### src/inc/fach_consts.svh
`ifndef FACH_CONSTS_SVH
`define FACH_CONSTS_SVH
// Byte count limits per request
`define FACH_WR_MAX 16'h03C0
`define FACH_CP_MAX 16'h01E0
// Internal memory drive
`define FACH_DRV_INT 8'h00
// Lock key width and default depth
`define FACH_KEY_W 24
`define FACH_LOCK_N 4
// Answer codes
`define FACH_ERR_NONE 4'h0
`define FACH_ERR_ALIGN 4'h1
`define FACH_ERR_RANGE 4'h2
`define FACH_ERR_COUNT 4'h3
`define FACH_ERR_PROT 4'h4
`define FACH_ERR_LOCK 4'h5
`define FACH_ERR_CMD 4'h6
`endif

### src/inc/fach_pkg.sv
package fach_pkg;
  typedef enum logic [2:0] {
    FACH_CMD_WRITE = 3'h0,
    FACH_CMD_FILL = 3'h1,
    FACH_CMD_LOCK_SET = 3'h2,
    FACH_CMD_LOCK_CLR = 3'h3,
    FACH_CMD_COPY = 3'h4
  } fach_cmd_e;
  typedef enum logic [6:0] {
    FACH_ST_IDLE = 7'h01,
    FACH_ST_CHECK = 7'h02,
    FACH_ST_WRITE = 7'h04,
    FACH_ST_FILL = 7'h08,
    FACH_ST_CP_RD = 7'h10,
    FACH_ST_CP_WT = 7'h20,
    FACH_ST_DONE = 7'h40
  } fach_st_e;
  typedef struct packed {
    fach_st_e st;
    logic [2:0] cmd;
    logic [7:0] drive;
    logic [15:0] file;
    logic [7:0] src_drive;
    logic [15:0] src_file;
    logic [31:0] dst_addr;
    logic [31:0] src_addr;
    logic [31:0] size;
    logic [31:0] src_size;
    logic [15:0] remain;
    logic [15:0] pattern;
    logic hi;
    logic dst_prot;
    logic src_prot;
    logic [3:0] err;
    logic req_ready;
    logic din_ready;
    logic mem_wr;
    logic mem_rd;
    logic [7:0] mem_drive;
    logic [15:0] mem_file;
    logic [31:0] mem_addr;
    logic [7:0] mem_wdata;
    logic rsp_valid;
    logic rsp_nak;
    logic [3:0] rsp_code;
    logic lk_set;
    logic lk_clr;
    logic acc_denied;
  } fach_top_s;
endpackage

### src/inc/fach_if.sv
`timescale 1ns/100ps
`default_nettype none
interface fach_if;
  logic [2:0] cmd;
  logic [7:0] drive;
  logic [7:0] src_drive;
  logic [31:0] offset;
  logic [31:0] size;
  logic [31:0] src_offset;
  logic [31:0] src_size;
  logic [15:0] count;
  logic dst_prot;
  logic src_prot;
  logic cpu_run;
  logic [3:0] err;
  logic lk_set;
  logic lk_clr;
  logic restart;
  logic [23:0] lk_key;
  logic [23:0] acc_key;
  logic lk_hit;
  logic lk_room;
  logic acc_hit;
  modport top (output cmd, drive, src_drive, offset, size, src_offset, src_size, count,
    dst_prot, src_prot, cpu_run, lk_set, lk_clr, restart, lk_key, acc_key,
    input err, lk_hit, lk_room, acc_hit);
  modport chk (input cmd, drive, src_drive, offset, size, src_offset, src_size, count,
    dst_prot, src_prot, cpu_run, output err);
  modport lkp (input lk_set, lk_clr, restart, lk_key, acc_key,
    output lk_hit, lk_room, acc_hit);
endinterface
`default_nettype wire

### src/hdl/fach_check.sv
`timescale 1ns/100ps
`default_nettype none
`include "fach_consts.svh"
module fach_check (
  fach_if.chk c
);
  function automatic logic fach_aligned(input logic [7:0] drv, input logic [31:0] off);
    if (drv == `FACH_DRV_INT) begin
      fach_aligned = (off[1:0] == 2'h0);
    end else begin
      fach_aligned = (off[0] == 1'h0);
    end
  endfunction

  always_comb begin
    logic copy;
    logic [15:0] lim;
    copy = (c.cmd == fach_pkg::FACH_CMD_COPY);
    lim = copy ? `FACH_CP_MAX : `FACH_WR_MAX;
    c.err = `FACH_ERR_NONE;
    if (c.cmd > fach_pkg::FACH_CMD_COPY) begin
      c.err = `FACH_ERR_CMD;
    end else if (c.cmd == fach_pkg::FACH_CMD_LOCK_SET || c.cmd == fach_pkg::FACH_CMD_LOCK_CLR) begin
      c.err = `FACH_ERR_NONE;
    end else if (c.cpu_run && (c.dst_prot || (copy && c.src_prot))) begin
      c.err = `FACH_ERR_PROT;
    end else if (c.offset >= c.size || (copy && c.src_offset >= c.src_size)) begin
      c.err = `FACH_ERR_RANGE;
    end else if (!fach_aligned(c.drive, c.offset)) begin
      c.err = `FACH_ERR_ALIGN;
    end else if (copy && !fach_aligned(c.src_drive, c.src_offset)) begin
      c.err = `FACH_ERR_ALIGN;
    end else if (c.count > lim) begin
      c.err = `FACH_ERR_COUNT;
    end
  end
endmodule
`default_nettype wire

### src/hdl/fach_lock.sv
`timescale 1ns/100ps
`default_nettype none
`include "fach_consts.svh"
module fach_lock #(
  parameter int LOCK_N = `FACH_LOCK_N
) (
  input wire logic sys_clk,
  input wire logic rstn,
  fach_if.lkp l
);
  typedef struct packed {
    logic [LOCK_N-1:0] vld;
    logic [LOCK_N-1:0][`FACH_KEY_W-1:0] key;
  } fach_lock_s;
  fach_lock_s r;
  fach_lock_s next_r;

  always_comb begin
    logic placed;
    placed = 1'b0;
    next_r = r;
    l.lk_hit = 1'b0;
    l.acc_hit = 1'b0;
    l.lk_room = ~&r.vld;
    for (int i = 0; i < LOCK_N; i++) begin
      if (r.vld[i] && r.key[i] == l.lk_key) begin
        l.lk_hit = 1'b1;
      end
      if (r.vld[i] && r.key[i] == l.acc_key) begin
        l.acc_hit = 1'b1;
      end
    end
    for (int i = 0; i < LOCK_N; i++) begin
      if (l.lk_set && !l.lk_hit && !placed && !r.vld[i]) begin
        next_r.vld[i] = 1'b1;
        next_r.key[i] = l.lk_key;
        placed = 1'b1;
      end
      if (l.lk_clr && r.vld[i] && r.key[i] == l.lk_key) begin
        next_r.vld[i] = 1'b0;
      end
    end
    if (l.restart) begin
      next_r.vld = '0;
    end
  end

  always_ff @(posedge sys_clk or negedge rstn) begin
    if (!rstn) begin
      r <= '0;
    end else begin
      r <= next_r;
    end
  end
endmodule
`default_nettype wire

### src/hdl/fach_top.sv
// Overview of operation
// Batch write carries 0 to 960 bytes per request.
// Requester splits larger writes, advancing offset and count each part.
// Internal memory drive offsets are multiples of four within file size.
// Other drive offsets are even and within file size.
// While CPU runs, parameter or executing file targets get a NAK; executing files are refused only on the internal memory drive.
// Attribute field of write, fill, lock and copy is ignored.
// Fill repeats the one-word pattern from offset for the byte count.
// Fill goes bytewise; a lone last byte writes only the low byte.
// Lock registration marks the file locked against other devices.
// Lock clear removes the lock so others may access again.
// All locks drop when the CPU restarts.
// Copy reads source file at offset and overwrites destination file.
// Copy moves 0 to 480 bytes per request.
// Copy offsets on internal memory drive are multiples of four.
// Copy offsets on other drives are even.
// Bad offset range, alignment or byte count is answered with NAK.
`timescale 1ns/100ps
`default_nettype none
`include "fach_consts.svh"
module fach_top #(
  parameter int LOCK_N = `FACH_LOCK_N
) (
  input wire logic sys_clk,
  input wire logic rstn,
  input wire logic req_valid,
  output logic req_ready,
  input wire logic [2:0] req_cmd,
  input wire logic [7:0] req_drive,
  input wire logic [15:0] req_file,
  input wire logic [31:0] req_offset,
  input wire logic [31:0] req_size,
  input wire logic req_dst_param,
  input wire logic req_dst_exec,
  input wire logic [7:0] req_src_drive,
  input wire logic [15:0] req_src_file,
  input wire logic [31:0] req_src_offset,
  input wire logic [31:0] req_src_size,
  input wire logic req_src_param,
  input wire logic req_src_exec,
  input wire logic [15:0] req_count,
  input wire logic [15:0] req_pattern,
  input wire logic [7:0] req_attr,
  input wire logic din_valid,
  output logic din_ready,
  input wire logic [7:0] din_data,
  output logic mem_wr,
  output logic mem_rd,
  output logic [7:0] mem_drive,
  output logic [15:0] mem_file,
  output logic [31:0] mem_addr,
  output logic [7:0] mem_wdata,
  input wire logic mem_rvalid,
  input wire logic [7:0] mem_rdata,
  output logic rsp_valid,
  output logic rsp_nak,
  output logic [3:0] rsp_code,
  input wire logic cpu_run,
  input wire logic cpu_restart,
  input wire logic [7:0] acc_drive,
  input wire logic [15:0] acc_file,
  output logic acc_denied
);
  fach_pkg::fach_top_s r;
  fach_pkg::fach_top_s next_r;
  fach_if bus ();

  ////////////////////////////////////////////////////////////////////////
  // Checker and lock table
  fach_check u_check (
    .c(bus.chk)
  );

  fach_lock #(
    .LOCK_N(LOCK_N)
  ) u_lock (
    .sys_clk(sys_clk),
    .rstn(rstn),
    .l(bus.lkp)
  );

  assign bus.cmd = r.cmd;
  assign bus.drive = r.drive;
  assign bus.src_drive = r.src_drive;
  assign bus.offset = r.dst_addr;
  assign bus.size = r.size;
  assign bus.src_offset = r.src_addr;
  assign bus.src_size = r.src_size;
  assign bus.count = r.remain;
  assign bus.dst_prot = r.dst_prot;
  assign bus.src_prot = r.src_prot;
  assign bus.cpu_run = cpu_run;
  assign bus.lk_set = r.lk_set;
  assign bus.lk_clr = r.lk_clr;
  assign bus.restart = cpu_restart;
  assign bus.lk_key = {r.drive, r.file};
  assign bus.acc_key = {acc_drive, acc_file};

  ////////////////////////////////////////////////////////////////////////
  // Sequencer
  always_comb begin
    next_r = r;
    next_r.mem_wr = 1'b0;
    next_r.mem_rd = 1'b0;
    next_r.rsp_valid = 1'b0;
    next_r.lk_set = 1'b0;
    next_r.lk_clr = 1'b0;
    next_r.acc_denied = bus.acc_hit;
    unique case (r.st)
      fach_pkg::FACH_ST_IDLE: begin
        next_r.req_ready = 1'b1;
        if (req_valid && r.req_ready) begin
          // Attribute field is not latched
          next_r.req_ready = 1'b0;
          next_r.cmd = req_cmd;
          next_r.drive = req_drive;
          next_r.file = req_file;
          next_r.size = req_size;
          next_r.src_drive = req_src_drive;
          next_r.src_file = req_src_file;
          next_r.src_size = req_src_size;
          next_r.dst_addr = req_offset;
          next_r.src_addr = req_src_offset;
          next_r.remain = req_count;
          next_r.pattern = req_pattern;
          next_r.hi = 1'b0;
          next_r.dst_prot = req_dst_param
            || (req_dst_exec && req_drive == `FACH_DRV_INT);
          next_r.src_prot = req_src_param
            || (req_src_exec && req_src_drive == `FACH_DRV_INT);
          next_r.err = `FACH_ERR_NONE;
          next_r.st = fach_pkg::FACH_ST_CHECK;
        end
      end
      fach_pkg::FACH_ST_CHECK: begin
        next_r.st = fach_pkg::FACH_ST_DONE;
        if (bus.err != `FACH_ERR_NONE) begin
          next_r.err = bus.err;
        end else begin
          unique case (r.cmd)
            fach_pkg::FACH_CMD_LOCK_SET: begin
              if (!bus.lk_hit && !bus.lk_room) begin
                next_r.err = `FACH_ERR_LOCK;
              end else begin
                next_r.lk_set = 1'b1;
              end
            end
            fach_pkg::FACH_CMD_LOCK_CLR: begin
              next_r.lk_clr = 1'b1;
            end
            fach_pkg::FACH_CMD_WRITE: begin
              if (r.remain != 16'h0000) begin
                next_r.din_ready = 1'b1;
                next_r.st = fach_pkg::FACH_ST_WRITE;
              end
            end
            fach_pkg::FACH_CMD_FILL: begin
              if (r.remain != 16'h0000) begin
                next_r.st = fach_pkg::FACH_ST_FILL;
              end
            end
            default: begin
              if (r.remain != 16'h0000) begin
                next_r.st = fach_pkg::FACH_ST_CP_RD;
              end
            end
          endcase
        end
      end
      fach_pkg::FACH_ST_WRITE: begin
        if (din_valid && r.din_ready) begin
          next_r.mem_wr = 1'b1;
          next_r.mem_drive = r.drive;
          next_r.mem_file = r.file;
          next_r.mem_addr = r.dst_addr;
          next_r.mem_wdata = din_data;
          next_r.dst_addr = r.dst_addr + 32'h0000_0001;
          next_r.remain = r.remain - 16'h0001;
          if (r.remain == 16'h0001) begin
            next_r.din_ready = 1'b0;
            next_r.st = fach_pkg::FACH_ST_DONE;
          end
        end
      end
      fach_pkg::FACH_ST_FILL: begin
        next_r.mem_wr = 1'b1;
        next_r.mem_drive = r.drive;
        next_r.mem_file = r.file;
        next_r.mem_addr = r.dst_addr;
        next_r.mem_wdata = r.hi ? r.pattern[15:8] : r.pattern[7:0];
        next_r.hi = ~r.hi;
        next_r.dst_addr = r.dst_addr + 32'h0000_0001;
        next_r.remain = r.remain - 16'h0001;
        if (r.remain == 16'h0001) begin
          next_r.st = fach_pkg::FACH_ST_DONE;
        end
      end
      fach_pkg::FACH_ST_CP_RD: begin
        next_r.mem_rd = 1'b1;
        next_r.mem_drive = r.src_drive;
        next_r.mem_file = r.src_file;
        next_r.mem_addr = r.src_addr;
        next_r.st = fach_pkg::FACH_ST_CP_WT;
      end
      fach_pkg::FACH_ST_CP_WT: begin
        if (mem_rvalid) begin
          next_r.mem_wr = 1'b1;
          next_r.mem_drive = r.drive;
          next_r.mem_file = r.file;
          next_r.mem_addr = r.dst_addr;
          next_r.mem_wdata = mem_rdata;
          next_r.src_addr = r.src_addr + 32'h0000_0001;
          next_r.dst_addr = r.dst_addr + 32'h0000_0001;
          next_r.remain = r.remain - 16'h0001;
          if (r.remain == 16'h0001) begin
            next_r.st = fach_pkg::FACH_ST_DONE;
          end else begin
            next_r.st = fach_pkg::FACH_ST_CP_RD;
          end
        end
      end
      fach_pkg::FACH_ST_DONE: begin
        next_r.rsp_valid = 1'b1;
        next_r.rsp_nak = (r.err != `FACH_ERR_NONE);
        next_r.rsp_code = r.err;
        next_r.req_ready = 1'b1;
        next_r.st = fach_pkg::FACH_ST_IDLE;
      end
      default: begin
        next_r.st = fach_pkg::FACH_ST_IDLE;
        next_r.din_ready = 1'b0;
        next_r.req_ready = 1'b0;
      end
    endcase
  end

  always_ff @(posedge sys_clk or negedge rstn) begin
    if (!rstn) begin
      r <= '0;
      r.st <= fach_pkg::FACH_ST_IDLE;
    end else begin
      r <= next_r;
    end
  end

  ////////////////////////////////////////////////////////////////////////
  // Outputs
  assign req_ready = r.req_ready;
  assign din_ready = r.din_ready;
  assign mem_wr = r.mem_wr;
  assign mem_rd = r.mem_rd;
  assign mem_drive = r.mem_drive;
  assign mem_file = r.mem_file;
  assign mem_addr = r.mem_addr;
  assign mem_wdata = r.mem_wdata;
  assign rsp_valid = r.rsp_valid;
  assign rsp_nak = r.rsp_nak;
  assign rsp_code = r.rsp_code;
  assign acc_denied = r.acc_denied;
endmodule
`default_nettype wire

### config.mk
export PLATFORM = sky130hd
export DESIGN_NAME = fach_top
export DESIGN_NICKNAME = d
export VERILOG_FILES = /design/src/inc/fach_pkg.sv /design/src/inc/fach_if.sv /design/src/hdl/fach_check.sv /design/src/hdl/fach_lock.sv /design/src/hdl/fach_top.sv
export VERILOG_INCLUDE_DIRS = /design/src /design/src/inc
export SDC_FILE = /design/constraint.sdc
export NUM_CORES = 1
export LEC_CHECK = 0
export BUFFER_PORTS_ARGS = -buffer_cell sky130_fd_sc_hd__buf_2
export CAP_MARGIN = 0
export CORE_MARGIN = 5
export CORE_UTILIZATION = 45
export CTS_BUF_LIST = sky130_fd_sc_hd__clkbuf_8
export CTS_CLUSTER_DIAMETER = 40
export DETAILED_ROUTE_END_ITERATION = 7
export PLACE_DENSITY = 0.66
export SLEW_MARGIN = 10
export SYNTH_ARGS = -nofsm -noshare
export SYNTH_HDL_FRONTEND = slang
export SYNTH_SLANG_ARGS = --single-unit
### constraint.sdc
create_clock -name sys_clk -period 5.06 [get_ports sys_clk]
set_clock_uncertainty 0.1 [all_clocks]
set_input_delay 0 -clock sys_clk [delete_from_list [all_inputs] [get_ports sys_clk]]
set_output_delay 0 -clock sys_clk [all_outputs]
set_load 0.03 [all_outputs]
==> metrics.md, run 1 <==
| Metric | Value |
|---|---|
| Post-synth EDFFs | 0 |
| Final Setup Violations | 0 |
| Worst Setup End Kind | register |
| Largest family of logic cells by synthesized area | simple AND/OR/NAND/NOR gates |
| Seq cells post-synth | 400 |
| Row count | 81 |
| Drt drc | 0 |
| Syn_nets | between 2000 and 3000 |
| Clock sinks | 400 |
| Post-synthesis compound-gate area fraction | 13.9% |
| Int Pwr | 9.32 mW |
| Clock root buffer | clkbuf_8 |
| Yosys top cell by area | dfrtp_1 |
| Worst slew pin tran | 1.16 ns |
| Vias in the first global route | about 21000 |
| Boundary Pins | 345 |
| Core ar. | 0.0487 sq mm |
| Post-Synth Adder-Cell Area | about 4% |
| Dominant synthesized flop cell | dfrtp_1 |
| CP Launch Type | register |
| WL per Instance | between 20 and 25 um |
| Fin. Hold Viols | 0 |
| WP data arrival | between 4 and 5 ns |
| Pwr/cell area | between 500 and 600 mW/mm^2 |
| Unrepaired setup endpoints after global routing | no |
| Pins over their slew limit | 0 |
| Req. time, crit path | around 5.5 ns |
| Post-synth top area share | ~45% |
| Detailed Route WL | 79300 um |
| Mux share of post-synthesis cell area | under 10% |
| # fillers | slightly below 4000 |
| Pin count of the biggest net entering global routing | around 140 |
| Clk slew on worst S/H paths | roughly 0.060 ns |
| # nets final | between 3000 and 4000 |
| Sw Ratio | 40.4% |
| Initial antenna violation count | 6 |
| Fmax | roughly 240 MHz |
| Asr flop ratio synth | 100% |
| Max-cap violation count | 0 |
| Syn avg cell area | between 9 and 10 sq um |
| Syn. warnings | 0 |
| Syn-to-layout area delta | 33.4% |
| Leakage power | about 13 nW |
| Postcts setup bufs | 0 |
| GR Util All Layers | between 20% and 30% |
| H-tree levels | 3 |
| Routed Antenna Nets | 0 |
| Register share of total power | a little over a third |
| Total die area | about 0.054 sq mm |
| Initial Utilization | approximately 45% |
| Height of the chip | ~230 um |
| Xor and xnor area share after synthesis | between 7 and 8% |
| Combinational power share | around 38% |
| CTS tree | built |
| Max Buffers Root-to-Sink | 3 |
| Critical path class | register to register |
| Psw | 6.32 mW |
| Min-delay worst type | primary input to register |
| # resized after CTS | 0 |
| First-pass GRT wire length | 122000 um |
| Post-Synth Simple-Gate Area | 13.9% |
| Relative slew slack | 22.8% |
| Final Instance Area | 0.0295 sq mm |
| DR iter-0 viols | ~1600 |
| Fin crit share | around 83% |
| Overflow after GRT | 0 |
| Port-buffer cells | between 300 and 400 |
| Status | complete, no violations |
| Setup_tns | 0 ns |
| Placed Area | 0.0239 sq mm |
| Final min period | around 4.2 ns |
| Synth Instances | between 2000 and 2500 |
| DR pass1 iterations | 6 |
| Yosys cell types | between 70 and 80 |
| Fraction of layout cells with a size suffix above 1 | between 20% and 30% |
| Sequential area share after synthesis | a little under half |
| Synth top area cells | dfrtp_1 (45%), mux2_2 (8.5%), xor2_1 (4.1%) |
| Mapped cell area | 0.0221 sq mm |
| Die Span X | 232 um |
| Placed wire-length estimate | approximately 53000 um |
| Via/cell ratio | approximately 5.6 |
| Clk network pwr share | between 20 and 30% |
| Via count | 20500 |
| Worst vdd ir | ~0.27 mV |
| CTS buffer count | 86 |
| Skew-Pair Late Insertion Delay | a little under 0.7 ns |
| Crit-path max FO | 67 |
| GP Congestion | about 0.90 |
==> stage by stage <==
stage	hold WS (ns)	instances	worst slack [ns]	utilization, %	total power [mW]
floorplan	-0.396	2333	1.64	-	9.23
finish	0.0289	3668	0.864	60.5	15.6
global placement	-0.0249	3152	1.37	49.0	10.9
CTS	0.00000894	3659	0.928	60.5	15.6
detailed placement	-0.0275	3152	1.29	49.0	11.1
global route	0.0347	3666	0.681	60.5	16.6
==> synth_stat cells, types with 27 or more instances <==
cell and count:
ha_1 72, xor2_1 104, a21oi_1 169, nor4_1 37, clkbuf_1 115, inv_1 90
o21ai_0 152, buf_4 68, nor2_1 189, xnor2_1 88, buf_2 27, nand4_1 52
nand2_1 236, mux2_2 167, dfrtp_1 399, a31oi_1 97, nand3_1 52, nor3_1 39
==> state kept, by name, summed over array words and instances, names as in the netlist, 3 cells and up <==
signal          flops
bus.cmd             3
bus.count          16
bus.drive           8
bus.lk_key         16
bus.offset         32
bus.size           32
bus.src_drive       8
bus.src_offset     32
bus.src_size       32
mem_addr           32
mem_drive           8
mem_file           16
mem_wdata           8
r                  43
rsp_code            3
u_lock.r          100
==> worst max-delay path, stage by stage (launching register included) <==
cell,delay [ns]
dfrtp_1,0.44
nor3_1,0.35
nand4b_1,0.58
o2bb2ai_1,0.78
a21o_2,0.95
o21ai_0,0.24
dlygate4sd3_1,0.63
==> cell type report <==
type | count | area (sq um) | area share (%)
clock buffer | 109 | 1500 | 5.08
multi-input combinational | 1629 | 10700 | 36.3
sequential | 400 | 10000 | 33.9
antenna | 6 | 15.0 | 0.0509
clock inverter | 51 | 587 | 1.99
timing repair buffer | 719 | 5510 | 18.7
tap | 664 | 831 | 2.81
inverter | 90 | 338 | 1.14
==> logic make-up after synthesis <==
| logic type | Yosys count |
|---|---|
| and+or+nand+nor | 668 |
| AOI/OAI and AO/OA | 521 |
| DFF | 400 |
| buffers and inverters | 304 |
| xor gates and xnor gates | 192 |
| muxes | 175 |
| adders and majority gates | 72 |
| other | 1 |
==> worst paths after layout <==
path / startpoint / to / slack (ns) / cells after the start
worst max register to register: r[298]$_DFFE_PN0P_ / bus.offset[0]$_DFFE_PN0P_ / 0.86 / 6
max in group asynchronous: rstn / bus.size[27]$_DFFE_PN0P_ / 3.48 / 4
worst min register to register: rsp_code[2]$_DFFE_PN0P_ / rsp_code[2]$_DFFE_PN0P_ / 0.41 / 1
worst min-delay path: req_src_size[31] / bus.src_size[31]$_DFFE_PN0P_ / 0.03 / 4
worst max-delay path: r[298]$_DFFE_PN0P_ / bus.offset[0]$_DFFE_PN0P_ / 0.86 / 6
min in group asynchronous: rstn / r[84]$_DFFE_PN0P_ / 0.47 / 4
==> power by group through the flow <==
stage	logic, mW	registers [mW]	clock network (mW)
2_1_floorplan	4.31	4.92	0
3_3_place_gp	5.37	5.53	0
3_5_place_dp	5.55	5.58	0
4_1_cts	5.80	5.53	4.28
5_1_grt	6.48	5.69	4.44
6_report	5.87	5.56	4.22
==> cells in the final DEF, fill, tap and decap left out, types with 5 or more instances in the layout <==
master         Yosys  final
a211oi_1          12     12
a21o_1             7      6
a21oi_1          169    168
a221oi_1          16     16
a22oi_1            6      5
a31oi_1           97     97
and3_1            16     15
and4_1             6      6
buf_2             27    334
buf_4             68     31
bufinv_16          0     13
clkbuf_8           0    109
clkinv_2           0     11
clkinvlp_4         0      6
dfrtp_1          399    399
diode_2            0      6
dlygate4sd3_1      0    348
ha_1              72     72
inv_1             90    107
mux2_2           167    167
mux2i_1            8      8
nand2_1          236    236
nand2b_1           6      6
nand3_1           52     52
nand4_1           52     52
nor2_1           189    188
nor3_1            39     39
nor4_1            37     36
o21ai_0          152    152
o22a_1            12     12
o22ai_1            5      5
or4_1              6      6
xnor2_1           88     88
xor2_1           104    104
==> what timing repair did <==
action                                  CTS  global route
endpoints found under the setup margin    0             0
hold buffers                            347             2
endpoints found under the hold margin   443             4
==> layer usage <==
layer / vias up / GRT usage (%) / share of wire [%]
li1: 9349 / - / -
met1: 9980 / 36.7 / 40
met4: 4 / 12.7 / 4.4
met3: 211 / 5.11 / 7.3
met2: 997 / 48.9 / 49
met5: - / 0 / 0.018
(Power assumes the default switching activity.)
==> inputs of run 2 (changes only) <==
Clock period 5.06 ns to 4.3 ns, I/O delays scaled along.
==> run 2 against run 1 <==
  * Critical path depth rose by 5
  * Cell count is 0.41% lower
  * Core utilization decreased by 0.59 points
  * Hold slack got worse by 0.015 ns
  * Critical endpoint is now bus.lk_set$_DFF_PN0_
  * Largest power group unchanged
==> metrics.md, run 2 (synthesis gave the netlist of run 1 again) <==
| Metric | Value |
|---|---|
| Status | complete, no violations |
| Met1 GRT Util | 36.4% (-0.28 points) |
| Register share of total power | 36.9% (+1.4 points) |
| Worst slew pin tran | 0.843 ns (-0.314 ns) |
| Final Instance Area | 0.0292 sq mm (-0.97%) |
| Max Buffers Root-to-Sink | 3 (unchanged) |
| Port-buffer cells | 335 (unchanged) |
| Psw | 7.35 mW (+16%) |
| Slowest CP cell | or3b_2 |
| WL per Instance | 21.6 um (-0.16%) |
| Clock sinks | 400 (unchanged) |
| Vias in the first global route | 20900 (-0.60%) |
| Drt drc | 0 (unchanged) |
| Met3 usage | 5.87% (+0.76 points) |
| Slowest stage delay, CP | 0.60 ns (-0.35 ns) |
| Fraction of layout cells with a size suffix above 1 | 23.5% (+0.051 points) |
| Crit-path max FO | 9 (-87%) |
| Most used cell, CP | a21oi_2 |
| Combinational power share | 38.6% (+1.1 points) |
| Hold_buf cts | 339 (-2.3%) |
| CTS buffer count | 85 (-1.2%) |
| Final Setup Violations | 0 (unchanged) |
| DR iter-0 viols | 1718 (+6.9%) |
| Clk slew on worst S/H paths | 0.06 ns (about the same) |
| Boundary Pins | 345 (unchanged) |
| Final WS setup | 0.478 ns (-0.386 ns) |
| Core ar. | 0.0487 sq mm (unchanged) |
| Via/cell ratio | 5.61 (+0.25%) |
| GR peak layer | met2 |
| Clk network pwr share | 24.5% (-2.5 points) |
| Setup_tns | 0 ns (unchanged) |
| Pin count of the biggest net entering global routing | 121 (-12%) |
| CP Cell Sequence | or3b_2 > inv_1 > ha_1 > nand4_1 > nand4bb_2 > a21oi_2 > or4b_1 > a2111oi_2 > a21oi_2 > nor2_2 > and4_1 |
| Fin. Hold Viols | 0 (unchanged) |
| Routed Antenna Nets | 0 (unchanged) |
| Fmax | 262 MHz (+9.8%) |
| Row count | 81 (unchanged) |
| Height of the chip | 232 um (unchanged) |
| Min-delay worst type | primary input to register |
| Worst Setup End Kind | register |
| Met2 Use GR | 48.6% (-0.31 points) |
| Largest regs | u_lock.r x100, r x43 |
| Relative slew slack | 43.7% (+21 points) |
| H-tree levels | 3 (unchanged) |
| Worst vdd ir | 0.382 mV (+42%) |
| CTS tree | built |
| DR pass1 iterations | 5 (-1) |
| GP Congestion | 0.934 (+4.1%) |
| Total die area | 0.0537 sq mm (unchanged) |
| Syn-to-layout area delta | 32.1% |
| # nets final | 3268 (unchanged) |
| Overflow after GRT | 0 (unchanged) |
| GR Util All Layers | 28.9% (-0.090 points) |
| Postcts setup bufs | 0 (unchanged) |
| Fin crit share | 88.9% (+6.0 points) |
| Via count | 20500 (-0.16%) |
| Final min period | 3.82 ns (-0.374 ns) |
| CP Launch Type | register |
| Pwr/cell area | 609 mW/mm^2 (+15%) |
| Skew-Pair Late Insertion Delay | 0.67 ns (about the same) |
| Max-cap violation count | 0 (unchanged) |
| Initial antenna violation count | 7 (+1) |
| Sw Ratio | 41.3% (+0.87 points) |
| Leakage power | 13.2 nW (-1.2%) |
| Int Pwr | 10.5 mW (+12%) |
| Most frequent cells in the layout | dfrtp_1 (399), dlygate4sd3_1 (340), buf_2 (334) |
| Dpl ws | 0.520 ns (-0.770 ns) |
| Largest register FFs | 100 (unchanged) |
| Clock root buffer | clkbuf_8 |
| # fillers | 4025 (+1.8%) |
| Pins over their slew limit | 0 (unchanged) |
| Initial Utilization | 45.4% (unchanged) |
| Placed wire-length estimate | 53000 um (+0.64%) |
| Unrepaired setup endpoints after global routing | no |
| Placed Area | 0.0240 sq mm (+0.34%) |
| Power Total | 17.8 mW (+14%) |
| Critical path class | register to register |
| First-pass GRT wire length | 121000 um (-0.55%) |
| Biggest register | u_lock.r |
| Die Span X | 232 um (unchanged) |
| Req. time, crit path | 4.80 ns (-0.71 ns) |
| Detailed Route WL | 78900 um (-0.56%) |
| # resized after CTS | 0 (unchanged) |
| WP data arrival | 4.32 ns (-0.33 ns) |
| Most common cell after layout, fill and taps aside | dfrtp_1 |
==> run 2: layout make-up <==
| type | count | area, sq um | share of cell area, % |
|---|---|---|---|
| well taps | 664 | 831 | 2.84 |
| clock buffers | 101 | 1390 | 4.76 |
| multi-input cells | 1629 | 10700 | 36.7 |
| flip-flops and latches | 400 | 10000 | 34.2 |
| repair buffers | 720 | 5510 | 18.9 |
| clock inverters | 43 | 410 | 1.40 |
| inverters | 90 | 338 | 1.16 |
| diodes | 6 | 15.0 | 0.0514 |
==> run 2: worst paths after layout <==
check                           slack (ns)                    start                        to  cells after the start
worst max register to register        0.48   bus.cmd[0]$_DFFE_PN0P_      bus.lk_set$_DFF_PN0_                     11
min in group asynchronous             0.23                     rstn  mem_addr[16]$_DFFE_PN0P_                      3
worst max-delay path                  0.48   bus.cmd[0]$_DFFE_PN0P_      bus.lk_set$_DFF_PN0_                     11
max in group asynchronous             2.99                     rstn  bus.size[26]$_DFFE_PN0P_                      4
worst min register to register        0.40  rsp_code[0]$_DFFE_PN0P_   rsp_code[0]$_DFFE_PN0P_                      1
worst min-delay path                  0.01             req_size[17]  bus.size[17]$_DFFE_PN0P_                      4
==> run 2: power by group through the flow <==
stage               clock (mW)  combinational (mW)  sequential, mW
finish                    4.37                6.87            6.57
CTS                       4.43                6.80            6.55
detailed placement           0                6.51            6.60
floorplan                    0                5.07            5.79
global route              4.62                7.59            6.72
global placement             0                6.28            6.55
==> run 2: layer usage <==
layer  up-vias  part of all wire [%]
li1       9347                     -
met1     10000                    39
met2       907                    49
met3       213                   7.2
met4         4                   4.5
met5         -                 0.034
==> run 2: metrics by stage <==
step	utilization [%]	hold slack, ns	instances
CTS	59.9	0.0000103	3644
finish	60.0	0.0139	3653
floorplan	-	-0.396	2333
global route	60.0	0.00441	3652
detailed placement	49.2	0.0721	3161
global placement	49.2	0.0564	3161
==> run 2: critical path, delay by kind of cell, from the launching register on <==
family | cells | cell delay (ns)
compound gates | 3 | 0.89
fa+ha+maj | 1 | 0.14
buf+inv | 1 | 0.16
flops | 1 | 0.48
simple gates | 6 | 1.99
==> inputs of run 3 (changes only) <==
Settings changed: CORE_ASPECT_RATIO set to 0.7, CORE_UTILIZATION 45 to 56, PLACE_DENSITY 0.66 to 0.79.
==> run 3 against run 2 <==
  * Non-clock buffer count down 50
  * Sequential power up 2%
  * Sequential share of layout area up 1.5 points
  * First-iteration DRC count up 67%
  * Die area down 19%
  * Maximum frequency down 4.6%
  * Clock power down 23%
  * Core utilization up 12 points
  * Sequential cell count unchanged
  * Design area down 4.1%
  * Critical endpoint is now mem_wdata[1]$_DFFE_PN0P_
==> metrics.md, run 3 (synthesis gave the netlist of run 1 again) <==
| Metric | Value |
|---|---|
| Status | complete, no violations |
| Pwr/cell area | 615 mW/mm^2 (+0.86%) |
| Die Span X | 248 um (+6.8%) |
| R2R setup slack | 0.29 ns (-0.19 ns) |
| CTS tree | built |
| Biggest register | u_lock.r |
| Routed Antenna Nets | 0 (unchanged) |
| Relative slew slack | 29.3% (-14 points) |
| Hold depth | 4 (unchanged) |
| Int Pwr | 9.70 mW (-7.3%) |
| Min-delay worst type | primary input to register |
| # nets final | 3200 (-2.1%) |
| GP Congestion | 0.986 (+5.6%) |
| First-pass GRT wire length | 124000 um (+2.5%) |
| Combinational power share | 41.7% (+3.1 points) |
| Placed wire-length estimate | 54700 um (+3.3%) |
| Via count | 21100 (+3.0%) |
| Largest regs | u_lock.r x100, r x43 |
| Pins over their slew limit | 0 (unchanged) |
| WHS Endpoint | bus.size[27]$_DFFE_PN0P_ |
| Detailed Route WL | 81500 um (+3.3%) |
| Worst slew pin tran | 1.06 ns (+0.214 ns) |
| Initial Utilization | 57.1% (+12 points) |
| Boundary Pins | 345 (unchanged) |
| Postcts setup bufs | 0 (unchanged) |
| Largest register FFs | 100 (unchanged) |
| Most common cell after layout, fill and taps aside | dfrtp_1 |
| Req. time, crit path | 4.70 ns (-0.10 ns) |
| Reg-to-Reg End | mem_wdata[1]$_DFFE_PN0P_ |
| Final Setup Violations | 0 (unchanged) |
| Fin crit share | 93.2% (+4.3 points) |
| Syn-to-layout area delta | 26.6% |
| Skew-Pair Late Insertion Delay | 0.63 ns (-0.04 ns) |
| Crit-path max FO | 15 (+6) |
| Clock root buffer | clkbuf_8 |
| Row count | 60 (-26%) |
| Critical path class | register to register |
| Initial antenna violation count | 7 (unchanged) |
| Setup_tns | 0 ns (unchanged) |
| Fmax | 250 MHz (-4.6%) |
| Leakage power | 12.8 nW (-3.1%) |
| Psw | 7.52 mW (+2.3%) |
| Unrepaired setup endpoints after global routing | no |
| DR iter-0 viols | 2873 (+67%) |
| Clk slew on worst S/H paths | 0.06 ns (about the same) |
| GR Util All Layers | 36.9% (+8.0 points) |
| Register share of total power | 38.8% (+1.9 points) |
| WP data arrival | 4.41 ns (+0.09 ns) |
| Power Total | 17.2 mW (-3.3%) |
| DR pass1 iterations | 6 (+1) |
| Drt drc | 0 (unchanged) |
| Fin util | 72.3% (+12 points) |
| Sw Ratio | 43.7% (+2.4 points) |
| Worst vdd ir | 0.513 mV (+35%) |
| Vias in the first global route | 20900 (+0.13%) |
| Max-cap violation count | 0 (unchanged) |
| Port-buffer cells | 335 (unchanged) |
| Pin count of the biggest net entering global routing | 113 (-6.6%) |
| CTS buffer count | 67 (-21%) |
| Via/cell ratio | 6.15 (+9.5%) |
| Max Buffers Root-to-Sink | 3 (unchanged) |
| Fraction of layout cells with a size suffix above 1 | 22.7% (-0.78 points) |
| Worst Setup End Kind | register |
| H-tree levels | 3 (unchanged) |
| Clk network pwr share | 19.5% (-5.0 points) |
| Core ar. | 0.0387 sq mm (-21%) |
| WL per Instance | 23.7 um (+9.9%) |
| Worst Min Path Start | req_size[27] |
| Clock sinks | 400 (unchanged) |
| Worst r2r src | r[297]$_DFFE_PN0P_ |
| Placed Area | 0.0238 sq mm (-0.55%) |
| Overflow after GRT | 0 (unchanged) |
| Final min period | 4.01 ns (+0.186 ns) |
| Fin. Hold Viols | 0 (unchanged) |
| CP Launch Type | register |
| Height of the chip | 176 um (-24%) |
| Final Instance Area | 0.0280 sq mm (-4.1%) |
| R2R depth | 7 (-4) |
| Total die area | 0.0437 sq mm (-19%) |
| Most frequent cells in the layout | dfrtp_1 (399), buf_2 (334), dlygate4sd3_1 (289) |
==> run 3: layer usage <==
layer  part of all wire (%)  GRT usage (%)  up-vias  wire length (um)
met1                     42           54.2    10300             34600
met5                      0              0        -                 0
met2                     42           51.5     1391             33800
met4                    4.3           14.5        0              3530
li1                       -              -     9196                 -
met3                     12           10.7      276              9570
==> run 3: worst max path at each step <==
stage / slack [ns] / startpoint / endpoint / cells past startpoint
floorplan: 0.88 / bus.cmd[1]$_DFFE_PN0P_ / din_ready$_DFFE_PN0P_ / 13
global placement: 0.63 / bus.cmd[1]$_DFFE_PN0P_ / bus.lk_set$_DFF_PN0_ / 11
detailed placement: 0.56 / bus.cmd[1]$_DFFE_PN0P_ / bus.lk_set$_DFF_PN0_ / 11
CTS: 0.46 / r[297]$_DFFE_PN0P_ / mem_wdata[4]$_DFFE_PN0P_ / 7
global route: 0.13 / r[297]$_DFFE_PN0P_ / mem_wdata[1]$_DFFE_PN0P_ / 7
finish: 0.29 / r[297]$_DFFE_PN0P_ / mem_wdata[1]$_DFFE_PN0P_ / 7
==> run 3: final cells by class <==
class                      instances  area (sq um)
clock inverter                    28           115
fill                            2814         10700
inverter                          90           338
antenna                            6          15.0
timing repair buffer             670          5010
sequential                       400         10000
multi-input combinational       1629         10700
tap                              527           659
clock buffer                      84          1160
==> run 3: stage by stage <==
stage                     hold slack (ns)  setup WS, ns  instances
after global placement             0.0652         0.627       3027
after global routing               0.0281         0.131       3433
final                              0.0471         0.292       3434
after detailed placement           0.0681         0.561       3027
after floorplan                    -0.396         0.883       2333
after CTS                         0.00171         0.464       3428
==> run 3: critical path, cell delays in order (launching register included) <==
cell,delay (ns)
dfrtp_1,0.43
nor4_1,0.55
nand4bb_1,0.65
and2_1,0.53
a221oi_1,0.37
dlygate4sd3_1,0.62
a21oi_1,0.07
dlygate4sd3_1,0.56
==> run 3: timing repair <==
item,in CTS,in global routing
endpoints found under the hold margin,354,0
hold buffers,289,0
resized for setup,0,0
==> run 3: power groups by stage <==
stage	clock network, mW	registers [mW]	logic (mW)
after global placement	0	6.57	6.36
final	3.35	6.69	7.18
after floorplan	0	5.79	5.07
after CTS	3.35	6.58	6.90
after global routing	3.57	6.81	7.84
after detailed placement	0	6.64	6.58
